`src/logic/ctpwm_regs.vh`:
```
// register map, field positions and reset values of the center-aligned pwm timer
`ifndef CTPWM_REGS_VH
`define CTPWM_REGS_VH

// byte addresses of the registers on the axi4-lite bus
`define CTPWM_SC_ADDR      12'h000
`define CTPWM_CNTH_ADDR    12'h004
`define CTPWM_CNTL_ADDR    12'h008
`define CTPWM_MODH_ADDR    12'h00c
`define CTPWM_MODL_ADDR    12'h010
`define CTPWM_CH0_CTL_ADDR 12'h014
`define CTPWM_CH0_VH_ADDR  12'h018
`define CTPWM_CH0_VL_ADDR  12'h01c
`define CTPWM_CH_STRIDE    12'h00c
`define CTPWM_ADDR_W       12

// status and control register fields
`define CTPWM_PS_LSB       0
`define CTPWM_PS_MSB       2
`define CTPWM_CLOCK_SOURCE_SELECT_LSB     3
`define CTPWM_CLOCK_SOURCE_SELECT_MSB     4
`define CTPWM_CPWMS_BIT    5

// channel control fields
`define CTPWM_CH_PWMEN_BIT 0
`define CTPWM_CH_ACTLO_BIT 1

// reset values
`define CTPWM_SC_RST       8'h00
`define CTPWM_CNT_RST      16'h0000
`define CTPWM_MOD_RST      16'hffff
`define CTPWM_CV_RST       16'h0000
`define CTPWM_CTL_RST      8'h00
`define CTPWM_PSC_RST      7'h00

// counter constants
`define CTPWM_ONE          16'h0001
`define CTPWM_ZERO         16'h0000
`define CTPWM_PSC_ONE      7'h01
`define CTPWM_CLOCK_SOURCE_SELECT_OFF     2'h0

// axi responses
`define CTPWM_RESP_OKAY    2'h0
`define CTPWM_RESP_SLVERR  2'h2

`endif

```
`src/logic/ctpwm_top.v`:
```
// center-aligned pwm timer with an axi4-lite register slave and two pwm channels
`timescale 1ns/100ps
`include "ctpwm_regs.vh"

// What this block does
// RULE1 - center mode counts up to modulo, then down
// RULE2 - period starts at modulo minus one to modulo
// RULE3 - zero and modulo held once, period twice modulo
// RULE4 - hidden output flop per channel, reset low
// RULE5 - output flop changes only on compare match; code also changes it at edge-mode period start, on negative or full values
// RULE6 - reset clears sixteen-bit counter to zero
// RULE7 - start from zero count is mid-period
// RULE8 - channel value equal modulo gives full duty
// RULE9 - modulo minus one keeps proportional duty
// RULE10 - negative channel values give zero duty
// RULE11 - zero to nonzero applies at period start
// RULE12 - prescaler divider kept when selection changes
// RULE13 - prescale code one divides by two
// RULE14 - edge mode zero-to-nonzero may lag period
// RULE15 - software writes negative value for zero duty
// RULE16 - software may write modulo plus one
// RULE17 - software may halve prescale, double values
// RULE18 - clock select zero stops, nonzero runs counter
// RULE19 - any counter write clears counter
// RULE20 - other prescale codes are powers of two
// RULE21 - full sixteen-bit compare, byte-wide registers
module ctpwm_top (
	aclk,
	aresetn,
	s_axi_awaddr,
	s_axi_awvalid,
	s_axi_awready,
	s_axi_wdata,
	s_axi_wstrb,
	s_axi_wvalid,
	s_axi_wready,
	s_axi_bresp,
	s_axi_bvalid,
	s_axi_bready,
	s_axi_araddr,
	s_axi_arvalid,
	s_axi_arready,
	s_axi_rdata,
	s_axi_rresp,
	s_axi_rvalid,
	s_axi_rready,
	ext_clk,
	pwm_out
);
	localparam NCH = 2;                           // number of channels

	input  wire                     aclk;          // timer and bus clock
	input  wire                     aresetn;       // synchronous reset, active low
	input  wire [`CTPWM_ADDR_W-1:0] s_axi_awaddr;
	input  wire                     s_axi_awvalid;
	output wire                     s_axi_awready;
	input  wire [31:0]              s_axi_wdata;
	input  wire [3:0]               s_axi_wstrb;
	input  wire                     s_axi_wvalid;
	output wire                     s_axi_wready;
	output reg  [1:0]               s_axi_bresp;
	output reg                      s_axi_bvalid;
	input  wire                     s_axi_bready;
	input  wire [`CTPWM_ADDR_W-1:0] s_axi_araddr;
	input  wire                     s_axi_arvalid;
	output wire                     s_axi_arready;
	output reg  [31:0]              s_axi_rdata;
	output reg  [1:0]               s_axi_rresp;
	output reg                      s_axi_rvalid;
	input  wire                     s_axi_rready;
	input  wire                     ext_clk;       // external count source pin
	output wire [NCH-1:0]           pwm_out;       // channel output pins

	// write address and data latches, taken in either order
	reg  [`CTPWM_ADDR_W-1:0] aw_addr_r;
	reg                      aw_have_r;
	reg  [31:0]              w_data_r;
	reg  [3:0]               w_strb_r;
	reg                      w_have_r;
	wire                     wr_go;                // both halves present, response free

	// registers
	reg  [7:0]         sc_r;                       // prescale, clock source, center mode
	reg  [15:0]        cnt_r;                      // counter value
	reg                down_r;                     // counting direction, high = down
	reg  [15:0]        mod_r;                      // modulo value
	reg  [7:0]         chctl_r [0:NCH-1];          // channel control
	reg  [15:0]        cv_r    [0:NCH-1];          // channel compare value
	reg  [NCH-1:0]     outff_r;                    // hidden output flops, not readable
	reg  [6:0]         psc_r;                      // prescaler divider state
	// external clock pin synchroniser and edge detect
	reg                ext_s1_r;
	reg                ext_s2_r;
	reg                ext_s3_r;

	wire [2:0]         ps_sel   = sc_r[`CTPWM_PS_MSB:`CTPWM_PS_LSB];
	wire [1:0]         clock_source_select     = sc_r[`CTPWM_CLOCK_SOURCE_SELECT_MSB:`CTPWM_CLOCK_SOURCE_SELECT_LSB];
	wire               cpwm     = sc_r[`CTPWM_CPWMS_BIT];
	wire               cnt_wr;                     // software write to counter bytes
	wire               src_tick;                   // selected source clock edge
	wire               tick;                       // divided counter enable
	wire [6:0]         psc_mask;
	wire               at_mod   = (cnt_r == mod_r);
	wire               at_zero  = (cnt_r == `CTPWM_ZERO);
	reg  [15:0]        cnt_nxt;
	reg                down_nxt;
	assign s_axi_awready = ~aw_have_r;
	assign s_axi_wready  = ~w_have_r;
	assign s_axi_arready = ~s_axi_rvalid;
	assign wr_go         = aw_have_r & w_have_r & ~s_axi_bvalid;
	// latch write address and data separately; each waits for its partner
	always @(posedge aclk) begin
		if (!aresetn) begin
			aw_have_r <= 1'b0;
			w_have_r  <= 1'b0;
			aw_addr_r <= {`CTPWM_ADDR_W{1'b0}};
			w_data_r  <= 32'h00000000;
			w_strb_r  <= 4'h0;
		end else begin
			if (s_axi_awvalid && !aw_have_r) begin
				aw_have_r <= 1'b1;
				aw_addr_r <= s_axi_awaddr;
			end else if (wr_go) begin
				aw_have_r <= 1'b0;
			end
			if (s_axi_wvalid && !w_have_r) begin
				w_have_r <= 1'b1;
				w_data_r <= s_axi_wdata;
				w_strb_r <= s_axi_wstrb;
			end else if (wr_go) begin
				w_have_r <= 1'b0;
			end
		end
	end

	// only lane 0 carries data; a write with lane 0 off stores nothing
	wire wr_en = wr_go & w_strb_r[0];
	assign cnt_wr = wr_en && ((aw_addr_r == `CTPWM_CNTH_ADDR) ||
		(aw_addr_r == `CTPWM_CNTL_ADDR)); // RULE19

	// decode a channel address: returns 1 when addr hits channel ch register off
	function hit;
		input [`CTPWM_ADDR_W-1:0] addr;
		input integer             ch;
		input [`CTPWM_ADDR_W-1:0] off;
		begin
			hit = (addr == off + ch[`CTPWM_ADDR_W-1:0] * `CTPWM_CH_STRIDE);
		end
	endfunction

	// write response, unmapped addresses answer slverr
	reg wr_ok;
	integer k;
	always @* begin
		wr_ok = 1'b0;
		if (aw_addr_r == `CTPWM_SC_ADDR || aw_addr_r == `CTPWM_CNTH_ADDR ||
			aw_addr_r == `CTPWM_CNTL_ADDR || aw_addr_r == `CTPWM_MODH_ADDR ||
			aw_addr_r == `CTPWM_MODL_ADDR) begin
			wr_ok = 1'b1;
		end
		for (k = 0; k < NCH; k = k + 1) begin
			if (hit(aw_addr_r, k, `CTPWM_CH0_CTL_ADDR) || hit(aw_addr_r, k, `CTPWM_CH0_VH_ADDR) ||
				hit(aw_addr_r, k, `CTPWM_CH0_VL_ADDR)) begin
				wr_ok = 1'b1;
			end
		end
	end

	// register writes; byte-wide halves of the sixteen-bit values
	integer i;
	always @(posedge aclk) begin
		if (!aresetn) begin
			sc_r  <= `CTPWM_SC_RST;
			mod_r <= `CTPWM_MOD_RST;
			for (i = 0; i < NCH; i = i + 1) begin
				chctl_r[i] <= `CTPWM_CTL_RST;
				cv_r[i]    <= `CTPWM_CV_RST;
			end
		end else if (wr_en) begin
			if (aw_addr_r == `CTPWM_SC_ADDR) begin
				sc_r <= w_data_r[7:0]; // RULE18
			end else if (aw_addr_r == `CTPWM_MODH_ADDR) begin
				mod_r[15:8] <= w_data_r[7:0]; // RULE21
			end else if (aw_addr_r == `CTPWM_MODL_ADDR) begin
				mod_r[7:0] <= w_data_r[7:0]; // RULE21
			end
			for (i = 0; i < NCH; i = i + 1) begin
				if (hit(aw_addr_r, i, `CTPWM_CH0_CTL_ADDR)) begin
					chctl_r[i] <= w_data_r[7:0];
				end else if (hit(aw_addr_r, i, `CTPWM_CH0_VH_ADDR)) begin
					cv_r[i][15:8] <= w_data_r[7:0]; // RULE21
				end else if (hit(aw_addr_r, i, `CTPWM_CH0_VL_ADDR)) begin
					cv_r[i][7:0] <= w_data_r[7:0]; // RULE21
				end
			end
		end
	end

	// write response channel
	always @(posedge aclk) begin
		if (!aresetn) begin
			s_axi_bvalid <= 1'b0;
			s_axi_bresp  <= `CTPWM_RESP_OKAY;
		end else if (wr_go) begin
			s_axi_bvalid <= 1'b1;
			s_axi_bresp  <= wr_ok ? `CTPWM_RESP_OKAY : `CTPWM_RESP_SLVERR;
		end else if (s_axi_bready) begin
			s_axi_bvalid <= 1'b0;
		end
	end

	// read channel; output flops are deliberately not in the read map
	reg [31:0] rd_val;
	reg        rd_ok;
	integer j;
	always @* begin
		rd_val = 32'h00000000;
		rd_ok  = 1'b1;
		if (s_axi_araddr == `CTPWM_SC_ADDR) begin
			rd_val[7:0] = sc_r;
		end else if (s_axi_araddr == `CTPWM_CNTH_ADDR) begin
			rd_val[7:0] = cnt_r[15:8];
		end else if (s_axi_araddr == `CTPWM_CNTL_ADDR) begin
			rd_val[7:0] = cnt_r[7:0];
		end else if (s_axi_araddr == `CTPWM_MODH_ADDR) begin
			rd_val[7:0] = mod_r[15:8];
		end else if (s_axi_araddr == `CTPWM_MODL_ADDR) begin
			rd_val[7:0] = mod_r[7:0];
		end else begin
			rd_ok = 1'b0;
		end
		for (j = 0; j < NCH; j = j + 1) begin
			if (hit(s_axi_araddr, j, `CTPWM_CH0_CTL_ADDR)) begin
				rd_val[7:0] = chctl_r[j];
				rd_ok       = 1'b1;
			end else if (hit(s_axi_araddr, j, `CTPWM_CH0_VH_ADDR)) begin
				rd_val[7:0] = cv_r[j][15:8];
				rd_ok       = 1'b1;
			end else if (hit(s_axi_araddr, j, `CTPWM_CH0_VL_ADDR)) begin
				rd_val[7:0] = cv_r[j][7:0];
				rd_ok       = 1'b1;
			end
		end
	end // RULE4

	always @(posedge aclk) begin
		if (!aresetn) begin
			s_axi_rvalid <= 1'b0;
			s_axi_rdata  <= 32'h00000000;
			s_axi_rresp  <= `CTPWM_RESP_OKAY;
		end else if (s_axi_arvalid && !s_axi_rvalid) begin
			s_axi_rvalid <= 1'b1;
			s_axi_rdata  <= rd_val;
			s_axi_rresp  <= rd_ok ? `CTPWM_RESP_OKAY : `CTPWM_RESP_SLVERR;
		end else if (s_axi_rready) begin
			s_axi_rvalid <= 1'b0;
		end
	end

	// external clock pin: two flops, then a third for the rising edge
	always @(posedge aclk) begin
		if (!aresetn) begin
			ext_s1_r <= 1'b0;
			ext_s2_r <= 1'b0;
			ext_s3_r <= 1'b0;
		end else begin
			ext_s1_r <= ext_clk;
			ext_s2_r <= ext_s1_r;
			ext_s3_r <= ext_s2_r;
		end
	end

	// source 1 = bus clock, 2 and 3 = external pin edge, 0 = stopped
	assign src_tick = (clock_source_select == `CTPWM_CLOCK_SOURCE_SELECT_OFF) ? 1'b0 : // RULE18
		(clock_source_select[1] ? (ext_s2_r & ~ext_s3_r) : 1'b1);

	// free-running divider, kept on a select change: first tick may come early or late
	assign psc_mask = (`CTPWM_PSC_ONE << ps_sel) - `CTPWM_PSC_ONE; // RULE13 RULE20
	assign tick     = src_tick && ((psc_r & psc_mask) == psc_mask);
	always @(posedge aclk) begin
		if (!aresetn) begin
			psc_r <= `CTPWM_PSC_RST;
		end else if (src_tick) begin
			psc_r <= psc_r + `CTPWM_PSC_ONE; // RULE12
		end
	end

	// next count: center mode turns at modulo and at zero, edge mode wraps
	always @* begin
		cnt_nxt  = cnt_r;
		down_nxt = down_r;
		if (cpwm) begin
			if (!down_r) begin
				if (at_mod) begin
					cnt_nxt  = cnt_r - `CTPWM_ONE; // RULE1 RULE3
					down_nxt = 1'b1;
				end else begin
					cnt_nxt = cnt_r + `CTPWM_ONE;
				end
			end else begin
				if (at_zero) begin
					cnt_nxt  = cnt_r + `CTPWM_ONE; // RULE1 RULE3
					down_nxt = 1'b0;
				end else begin
					cnt_nxt = cnt_r - `CTPWM_ONE;
				end
			end
		end else begin
			down_nxt = 1'b0;
			cnt_nxt  = at_mod ? `CTPWM_ZERO : cnt_r + `CTPWM_ONE;
		end
	end

	// counter; reset and any counter write clear the count
	always @(posedge aclk) begin
		if (!aresetn) begin
			cnt_r  <= `CTPWM_CNT_RST; // RULE6 RULE7
			down_r <= 1'b0;
		end else if (cnt_wr) begin
			cnt_r <= `CTPWM_CNT_RST; // RULE19
		end else if (tick) begin
			cnt_r  <= cnt_nxt;
			down_r <= down_nxt;
		end
	end

	// period start in center mode: count steps from modulo minus one to modulo
	wire period_start = cpwm ? (tick && !down_r && cnt_nxt == mod_r && !at_mod) : // RULE2
		(tick && at_mod);

	// per channel: compare value latched at period start, output flop
	genvar g;
	generate
		for (g = 0; g < NCH; g = g + 1) begin : gch
			reg  [15:0] cva_r;                      // active compare value
			wire        neg  = cva_r[15];           // negative value means 0% duty
			wire        full = (cva_r >= mod_r);    // non-negative value at or above modulo means 100% duty
			wire        pwm_en = chctl_r[g][`CTPWM_CH_PWMEN_BIT];
			wire        match = tick && !neg && (cnt_nxt == cva_r); // RULE21
			reg         ff_nxt;
			always @* begin
				ff_nxt = outff_r[g];
				if (tick && pwm_en && neg) begin
					ff_nxt = 1'b0; // RULE10
				end else if (tick && pwm_en && full) begin
					ff_nxt = 1'b1; // RULE8
				end else if (match) begin
					// center mode: active inside the window, edge mode: clear at match
					ff_nxt = cpwm ? down_nxt : 1'b0; // RULE5 RULE9
				end else if (period_start && !cpwm && pwm_en && cva_r != `CTPWM_ZERO) begin
					ff_nxt = 1'b1;
				end
			end
			always @(posedge aclk) begin
				if (!aresetn) begin
					cva_r      <= `CTPWM_CV_RST;
					outff_r[g] <= 1'b0; // RULE4
				end else begin
					outff_r[g] <= ff_nxt;
					// new duty only at a period boundary while enabled; a disabled channel loads it every cycle
					if (period_start || !pwm_en) begin
						cva_r <= cv_r[g]; // RULE11 RULE14
					end
				end
			end
			assign pwm_out[g] = outff_r[g] ^ chctl_r[g][`CTPWM_CH_ACTLO_BIT];
		end
	endgenerate
endmodule

```
`config.mk`:
```
export PLATFORM = sky130hd
export DESIGN_NAME = ctpwm_top
export DESIGN_NICKNAME = d
export VERILOG_FILES = /design/src/logic/ctpwm_top.v
export VERILOG_INCLUDE_DIRS = /design/src /design/src/logic
export SDC_FILE = /design/constraint.sdc
export NUM_CORES = 1
export LEC_CHECK = 0
export BUFFER_PORTS_ARGS = -buffer_cell sky130_fd_sc_hd__buf_2
export CORE_UTILIZATION = 50
export DETAILED_ROUTE_END_ITERATION = 6
export PLACE_DENSITY = 0.78
export SYNTH_ARGS = -nofsm -noshare
export SYNTH_HDL_FRONTEND = slang
export SYNTH_SLANG_ARGS = --single-unit
```
`constraint.sdc`:
```
create_clock -name aclk -period 4.59 [get_ports aclk]
set_clock_uncertainty 0.2 [all_clocks]
set_input_delay 0.2295 -clock aclk [delete_from_list [all_inputs] [get_ports aclk]]
set_output_delay 0.2295 -clock aclk [all_outputs]
set_load 0.01 [all_outputs]
```
Yosys cells after proc, flatten, opt, wreduce, memory -nomap -nowiden --
Memories as Yosys holds them, arrays and structs flattened. Cells that the tools add are included.
Cells by class: $add $sub $neg 4, $lt $le $gt $ge 2, equality and inequality tests 25, shift operators 1, mux-type cells 90, bitwise operators 22, reductions and logical operators 64
Operators with widths (number):
- 2-to-1 mux 8 bit | 17
- equality test 12 x 5 -> 1 bit, second input constant | 8
- 2-to-1 mux 16 bit | 5
- equality test 12 x 6 -> 1 bit, second input constant | 6
- 2-to-1 mux 1 bit | 66
- equality test 16 bit | 4
- equality test 12 x 4 -> 1 bit, second input constant | 4
- greater-or-equal comparator 16 bit | 2
- nonzero test 16 bit | 2
- equality test 12 x 3 -> 1 bit, second input constant | 2
- logical AND 1 bit | 24
- zero test 12 bit | 2
- adder 16 x 1 -> 16 bit, second input constant | 1
- zero test 16 bit | 1
- subtractor 16 x 1 -> 16 bit, second input constant | 1
- logical OR 1 bit | 11
- zero test 1 bit | 10
- inverter 1 bit | 9
- nonzero test 2 bit | 4
- adder 7 x 1 -> 7 bit, second input constant | 1
- AND 7 bit | 1
- equality test 7 bit | 1
- << shifter 1 x 3 -> 7 bit, first input constant | 1
- subtractor 7 x 1 -> 7 bit, second input constant | 1
- other kinds (10) | 24
Storage, ports and cells: register bits after elaboration 122, RAM bits 48, output and inout port bits 43, logic and storage cells 233, memories kept 2
Memories:
- cv_r | depth 2, bits a word 16, rd ports 2, clocked after Yosys merged registers in 0, write ports 2, line ctpwm_top.v:88 | reg [15:0] cv_r [0:NCH-1];
- chctl_r | depth 2, bits a word 8, rd ports 2, clocked after Yosys merged registers in 0, write ports 2, line ctpwm_top.v:87 | reg [7:0] chctl_r [0:NCH-1];

Depth between registers and ports, before layout --
Gate-level depths: netlist (run 1).
word-level depth 15, depth in mapped cells 15

Least setup slack after synthesis (run 1) --
No wires, ideal clock.
path kind flip-flop to flip-flop, start point register cnt_r[0], end point register outff_r[1], library setup time 0.115 ns, data arrival time 3.416 ns, data required time 4.275 ns, setup slack 0.859 ns, stages on the path, launching flop included 15, period minus slack after synthesis 3.731 ns, cells stage by stage dfxtp_1 > buf_2 > inv_1 > ha_1 > or3b_2 > nor3_2 > a21oi_1 > buf_2 > a21oi_2 > o221a_2 > o21bai_1 > a2111oi_0 > nand4_1 > or4b_1 > and3_1
On the way: word-level cells in the longest chain between the ends 12, elaborated cells between the ends (all ways) 28, classes of those cells add/sub: 2; eq/ne: 3; mux: 13; reduce/logical: 10
Ends and longest elaborated chain:
- start: declaration | line ctpwm_top.v:84 | reg [15:0] cnt_r;
- start signal: assignment | line ctpwm_top.v:317 | cnt_r <= `CTPWM_CNT_RST;
- start signal: assignment | line ctpwm_top.v:320 | cnt_r <= `CTPWM_CNT_RST;
- start signal: assignment | line ctpwm_top.v:322 | cnt_r <= cnt_nxt;
- adder 16 x 1 -> 16 bit (no source line) (tied with other cells)
- 2-to-1 mux 16 bit, on equally long branches | line ctpwm_top.v:294, ctpwm_top.v:301
- 2-to-1 mux 16 bit | line ctpwm_top.v:293 | if (!down_r) begin
- 2-to-1 mux 16 bit | line ctpwm_top.v:292 | if (cpwm) begin
- equality test 16 bit | line ctpwm_top.v:328 | wire period_start = cpwm ? (tick && !down_r && cnt_nxt == mod_r && !at_mod) :
- logical AND 1 bit (2 in a row) | line ctpwm_top.v:328
- 2-to-1 mux 1 bit | line ctpwm_top.v:328
- logical AND 1 bit (2 in a row) | line ctpwm_top.v:350 | end else if (period_start && !cpwm && pwm_en && cva_r != `CTPWM_ZERO) begin
- logical AND 1 bit (no source line)
- nonzero test 3 bit (no source line)
- end signal: indexed assignment | line ctpwm_top.v:359 | outff_r[g] <= ff_nxt;
- end: declaration | line ctpwm_top.v:89 | reg [NCH-1:0] outff_r;
Parallel ways exist; a longest one is shown, timed or not. A chain may end at the register's enable or synchronous reset.

Worst setup path in the final report (run 1) --
start point register cnt_r[0], end point register gch[0].cva_r[1] (read register of cv_r)
On the way: word-level cells in the longest chain between the ends 9, elaborated cells between the ends (all ways) 16, classes of those cells add/sub: 2; eq/ne: 2; mux: 6; reduce/logical: 6
Ends and longest elaborated chain:
- adder 16 x 1 -> 16 bit (no source line) (tied with other cells)
- 2-to-1 mux 16 bit, on equally long branches | line ctpwm_top.v:294, ctpwm_top.v:301
- 2-to-1 mux 16 bit | line ctpwm_top.v:293
- 2-to-1 mux 16 bit | line ctpwm_top.v:292
- equality test 16 bit | line ctpwm_top.v:328
- logical AND 1 bit (2 in a row) | line ctpwm_top.v:328
- 2-to-1 mux 1 bit * | line ctpwm_top.v:328
- logical OR 1 bit * | line ctpwm_top.v:361 | if (period_start || !pwm_en) begin
- end: declaration | line ctpwm_top.v:335 | reg [15:0] cva_r;
Every way passes the cells marked *; elsewhere a longest branch is shown, timed or not.

==> results.py, run 1 <==
metrics = {
    "yosys": {
        "synth_cell_type_count": 80,
        "syn-cell-area_um2": 10120,
        "ys_seq_elements": 168,
        "ys_top_cells_by_area": "dfxtp_1, edfxtp_1, nand2_1, mux2i_1, ha_1",
        "synth_top_area_share_pct": 23.74,
        "synth_area_per_cell_um2": 8.596,
        "yosysWarnings": 0,
        "seq_area_frac_synth_pct": 37.99,
        "synth_async_sr_flop_share_pct": 0,
        "synth-edff-count": 48,
        "syn_inst": 1177,
        "synthFlopType": "dfxtp_1",
        "synth_top_area_cell": "dfxtp_1",
    },
    "floorplan": {
        "rows": 51,
        "dieHeight_um": 144.2,
        "core_area_um2": 19650,
        "die_area_um2": 20810,
        "pin_count": 111,
        "start_util_pct": 51.48,
        "die_w_um": 144.2,
    },
    "timing": {
        "setup_viol": 0,
        "setup_slack_ps": 223.2,
        "finalSetupTns_ps": 0,
        "relSlewSlack_pct": 21.65,
        "finalCriticalPeriod_ps": 4367,
        "worstMarginPinSlew_ps": 1163,
        "grt_setup_unrepaired": "no",
        "hold_violations": 0,
        "max_freq_mhz": 229.0,
        "post-route-period-util_pct": 95.14,
        "slew_viol_final": 0,
    },
    "power": {
        "combPwrFrac_pct": 6.4,
        "p_int_uw": 2424,
        "p_sw_share_pct": 26.30,
        "ir_drop_mv": 0.4848,
        "seqPwrFrac_pct": 49.4,
        "switchingPower_uw": 865.3,
        "p_leak_uw": 0.004672,
        "clkPwrFrac_pct": 44.2,
        "p_total_uw": 3290,
        "powerDensity_nw_per_um2": 281.7,
    },
    "cts": {
        "root_buffer": "clkbuf_16",
        "cts_sinks": 168,
        "clock_latency_ps": 440,
        "cts_made_buffers": 17,
        "clk_pin_slew_worst_paths_ps": 80,
        "clockBufferDepth": 2,
        "cts_tree": "yes",
        "ctsHtreeMaxLevel": 4,
    },
    "placed_design": {
        "dp_cells": 1491,
        "hpwl_um": 25080,
        "io_buffers": 57,
        "dp_slack_ps": 317.0,
        "gp_congestion": 1.022,
    },
    "final_layout": {
        "fin_cells": 1552,
        "fillCellCount": 1719,
        "register_area_um2": 3844,
        "syn2layout_area_growth_pct": 15.43,
        "drive_gt1_share_pct": 12.75,
        "nets": 1376,
        "multi_input_area_um2": 5773,
    },
    "setup_path": {
        "cp-end-kind": "flip-flop",
        "worst-path-max-fanout": 16,
        "critPathKind": "flip-flop to flip-flop",
        "arrival_ps": 4490,
        "critPathRequiredTime_ps": 4710,
        "start_kind": "flip-flop",
    },
    "global_route": {
        "antenna_found_initial": 0,
        "track_usage_pct": 33.72,
        "grt_pass1_wl_um": 51690,
        "grt_max_degree": 55,
        "grt.overflow.total": 0,
        "grt_pass1_vias": 9133,
    },
    "drt": {
        "drt-pass1-iter-count": 6,
        "dr.first_iter.drc_count": 1067,
        "postRouteAntennaNets": 0,
        "routed_wl_um": 33930,
        "viasPerCell": 6.283,
        "drc": 0,
        "vias": 9751,
        "routedWlPerCell_um": 21.86,
    },
    "min_path": {
        "hp-class": "primary input to flip-flop",
    },
    "job": {
        "maxCapViolCount": 0,
    },
    "run_status": {
        "outcome": "complete, no violations",
    },
}
-- power groups by stage --
stage / clock, uW / combinational [uW] / sequential, uW
2_1_floorplan: 0 / 143 / 1630
3_3_place_gp: 0 / 181 / 1650
3_5_place_dp: 0 / 185 / 1650
4_1_cts: 1450 / 204 / 1620
5_1_grt: 1520 / 232 / 1630
6_report: 1450 / 211 / 1630
-- layout make-up --
cell class / instances / area share [%]
antenna: 1 / 0.02143
clock buffer: 18 / 3.675
clock inverter: 14 / 1.371
inverter: 46 / 1.478
multi-input combinational: 905 / 49.43
sequential: 168 / 32.91
tap: 265 / 2.839
timing repair buffer: 135 / 8.271
-- placed cells by master, fill, tap and decap left out, drive strengths merged, types with 12 or more instances in the layout --
cell type and n:
nand4 22, ha 35, inv 52, nor2 81, edfxtp 48, o22ai 12
dlygate4sd3 28, o211ai 30, o21ai 37, xor2 16, nor3 23, a21oi 67
nor4 24, nand2 173, or3 25, nand3 27, xnor2 38, conb 26
dfxtp 120, and2 34, a22oi 15, a21o 18, mux2i 45, clkbuf 18
buf 107
-- worst max-delay path, cell delays in order (launching register included) --
cell and delay (ps):
dfxtp_1 320, inv_1 70, ha_1 250, or3b_2 530
nor3_2 300, a21oi_1 340, a21oi_4 390, o221ai_1 160
a311oi_1 460, o2111ai_1 350, nor4_4 340, buf_12 190
nor2_4 50, buf_12 160, mux2i_1 110
-- final timing paths --
kind	endpoint	cells after the start	from	slack, ps
max	gch[0].cva_r[1]	14	cnt_r[0]	220
min	s_axi_rresp[1]	3	s_axi_arvalid	40
max reg2reg	gch[0].cva_r[1]	14	cnt_r[0]	220
min reg2reg	aw_addr_r[11]	2	aw_addr_r[11]	260
-- cells by family (layout without fill, tap and decap cells) --
kind of cell,Yosys count,after routing,synth area share [%]
buf+inv,129,213,6.171
mux,47,47,4.675
flops,168,168,37.99
fa+ha+maj,35,35,4.328
other cells,1,27,0.03707
xor+xnor,54,54,4.675
simple gates,462,462,22.76
compound gates,281,281,19.37
-- stage by stage --
| step | hold slack [ps] | util (%) | instance area [um2] |
|---|---|---|---|
| final | 36.43 | 59.42 | 11680 |
| after detailed placement | 220.8 | 54.92 | 10790 |
| after global placement | 217.0 | 54.92 | 10790 |
| after floorplan | 129.6 | - | 10210 |
| after global routing | 49.89 | 59.41 | 11680 |
| after CTS | 16.62 | 59.35 | 11660 |
-- synth_stat cells (27+ instances only) --
cell type  number
inv_1          45
nand3_1        27
a21oi_1        66
o211ai_1       30
nor2_1         79
edfxtp_1       48
dfxtp_1       120
o21ai_0        31
xnor2_1        38
buf_4          28
nand2_1       173
mux2i_1        45
clkbuf_1       35
ha_1           35
and2_1         34
-- registers in the layout (all words and copies together) (netlist names), 2 cells and up --
signal and flops:
w_data_r 8, outff_r 2, s_axi_rdata 8, gch.cva_r 32
cv_r 32, mod_r 16, aw_addr_r 12, psc_r 7
sc_r 8, cnt_r 16, chctl_r 16
-- layer usage --
metal / track usage, % / wire length, um / part of all wire [%]
met5: 0 / 0 / 0
met4: 20.94 / 2228 / 6.6
met3: 7.980 / 3561 / 10
met2: 53.34 / 15200 / 45
met1: 41.47 / 12930 / 38
-- repair_timing --
item                       CTS  global route
hold buffers                28             0
resized for setup            0             3
hold endpoints to repair    27             0
buffers inserted             0             0
setup endpoints to repair    0            22
Note: power is estimated with default switching activity, not from simulation.
==> run 2, diff against run 1 <==
ABC_AREA = 1   (was default)
PLACE_DENSITY = 0.77   (was 0.78)
==> run 2 against run 1 <==
Against the previous run:
- wire length up 3.8%
- synthesized cell count up 30%
- non-clock buffer count down 41
- hold slack worse by 19 ps
- critical path type unchanged
- highest routed layer unchanged
==> results.py, run 2 <==
metrics = {
    "setup_path": {
        "crit_top_cell": "nand2_1",
        "cp_slowest_cell": "nand2_1",
        "critical_path.top_delay_family": "simple AND/OR/NAND/NOR gates",
        "start_kind": "flip-flop",
        "cpPeakStageDelay_ps": 440,
        "arrival_ps": 3930,
        "critPathKind": "flip-flop to flip-flop",
        "critPathBufInv": 2,
        "crit_chain": "inv_1 -> ha_1 -> nand3_1 -> nor2_2 -> nand4_1 -> nand2_1 -> nand4_1 -> nand2_2 -> nand2_1 -> nand2_1 -> nand3_1 -> nor2_2 -> nand3_4 -> buf_4 -> nand4_1 -> nand2_1 -> nor2_1",
        "cp-end-kind": "flip-flop",
        "worst-path-max-fanout": 27,
        "critPathRequiredTime_ps": 4760,
    },
    "final_layout": {
        "layout_common_cells": "nand2_1, inv_1, nor2_1, dfxtp_1, o21ai_0",
        "diodes": 0,
        "register_area_um2": 3844,
        "nets": 1697,
        "multi_input_area_um2": 5564,
        "fillCellCount": 1995,
        "fin_cells": 1882,
        "fin_util_pct": 56.64,
        "final_common_cell": "nand2_1",
        "syn2layout_area_growth_pct": 10.91,
        "top_regs": "cv_r x32, gch.cva_r x32",
        "drive_gt1_share_pct": 12.13,
    },
    "cts": {
        "clk_pin_slew_worst_paths_ps": 80,
        "clock_latency_ps": 440,
        "cts_made_buffers": 17,
        "ctsHtreeMaxLevel": 4,
        "cts_sinks": 168,
        "root_buffer": "clkbuf_16",
        "clockBufferDepth": 2,
        "ctsResizeCount": 0,
        "cts_tree": "yes",
    },
    "timing": {
        "post-route-period-util_pct": 81.86,
        "setup_viol": 0,
        "finalCriticalPeriod_ps": 3757,
        "finalSetupTns_ps": 0,
        "slew_viol_final": 0,
        "max_freq_mhz": 266.1,
        "relSlewSlack_pct": 42.34,
        "setup_slack_ps": 832.7,
        "worstMarginPinSlew_ps": 864.9,
        "hold_ws_ps": 16.97,
        "grt_setup_unrepaired": "no",
        "hold_violations": 0,
    },
    "yosys": {
        "synthMostInstantiatedCell": "nand2_1",
        "syn_inst": 1533,
        "seq_area_frac_synth_pct": 35.69,
        "synth_top_area_share_pct": 22.31,
        "synth_area_per_cell_um2": 7.025,
        "ys_top_cells_by_area": "dfxtp_1, edfxtp_1, nand2_1, inv_1, nor2_1",
        "synth-edff-count": 48,
        "yosysWarnings": 0,
        "synth_top_area_cell": "dfxtp_1",
        "synth_async_sr_flop_share_pct": 0,
        "synth_cell_type_count": 48,
        "syn-cell-area_um2": 10770,
        "synthFlopType": "dfxtp_1",
        "synth_common_cells": "nand2_1, inv_1, nor2_1, dfxtp_1, o21ai_0",
        "ys_seq_elements": 168,
    },
    "floorplan": {
        "rows": 53,
        "start_util_pct": 51.07,
        "die_area_um2": 22130,
        "dieHeight_um": 148.8,
        "core_area_um2": 21090,
        "die_w_um": 148.8,
        "pin_count": 111,
    },
    "run_status": {
        "outcome": "complete, no violations",
    },
    "placed_design": {
        "hpwl_um": 26320,
        "dp_cells": 1824,
        "dp_slack_ps": 948.7,
        "gp_congestion": 1.058,
        "io_buffers": 57,
    },
    "drt": {
        "routed_wl_um": 35220,
        "routedWlPerCell_um": 18.72,
        "drc": 0,
        "vias": 10550,
        "drt-pass1-iter-count": 5,
        "dr.first_iter.drc_count": 1010,
        "viasPerCell": 5.605,
        "postRouteAntennaNets": 0,
    },
    "power": {
        "ir_drop_mv": 0.2503,
        "p_leak_uw": 0.005870,
        "powerDensity_nw_per_um2": 286.3,
    },
    "global_route": {
        "grt_pass1_vias": 9707,
        "antenna_found_initial": 0,
        "grt.overflow.total": 0,
        "grt_max_degree": 59,
        "track_usage_pct": 32.81,
        "grt_pass1_wl_um": 54600,
    },
    "min_path": {
        "hp-class": "primary input to flip-flop",
    },
    "job": {
        "maxCapViolCount": 0,
    },
}
==> run 2: cell count changes in the layout (fill, tap and decap cells not counted), sizes merged, moves of 22 or more <==
cell,delta
nor2,+93
nand2,+180
mux2i,-45
buf,-39
o21ai,+68
and2,-34
nand3,+44
xnor2,-38
or3,-25
nand4,+45
a21oi,+22
inv,+204
==> run 2: timing repair <==
action	CTS	global route
endpoints found under the setup margin	0	0
buffers inserted	0	0
hold buffers	26	0
hold endpoints to repair	26	0
==> run 2: per-layer routing <==
layer,part of all wire [%],global-route usage (%),vias to the layer above
met3,7.7,4.801,83
met2,46,52.17,522
met4,4.2,15.51,0
met5,0,0,-
met1,43,43.85,4835
li1,-,-,5109
==> run 2: path summary, 6_finish.rpt <==
check                                   start         endpoint  slack [ps]  depth (start not counted)
worst min register to register       ext_s1_r         ext_s2_r         230                          2
worst max register to register       cnt_r[0]  gch[0].cva_r[5]         830                         17
worst max-delay path                 cnt_r[0]  gch[0].cva_r[5]         830                         17
worst min-delay path            s_axi_arvalid   s_axi_rdata[6]          20                          4
==> run 2: stage by stage <==
| stage | area, um2 | power [uW] |
|---|---|---|
| after floorplan | 10860 | 1844 |
| after global placement | 11060 | 1915 |
| after detailed placement | 11060 | 1921 |
| after CTS | 11940 | 3412 |
| after global routing | 11940 | 3522 |
| final | 11940 | 3419 |
==> run 2: power breakdown <==
part	total, uW	switching (uW)	internal [uW]
sequential	1620	44.4	1570
combinational	296	195	101
clock	1500	713	791
total	3420	952	2470
==> run 2: worst min-delay path: stages <==
cell,delay [ps]
buf_2,70
nand2_1,150
nand2_1,100
a21oi_1,60
==> run 2: area by class of cell <==
class	count	area share [%]
multi-input cells	1063	46.58
inverters	250	7.857
clock buffers	17	3.562
clock inverters	15	1.676
well taps	275	2.881
repair buffers	94	5.259
flip-flops and latches	168	32.18
==> run 2: logic make-up after synthesis <==
family | Yosys count | synth area share (%)
flip-flops | 168 | 35.69
adder cells (fa/ha/maj) | 35 | 4.066
AND/OR/NAND/NOR | 710 | 30.36
buffers and inverters | 327 | 13.51
other | 1 | 0.03482
XOR/XNOR | 33 | 2.684
AO/OA/AOI/OAI | 259 | 13.65
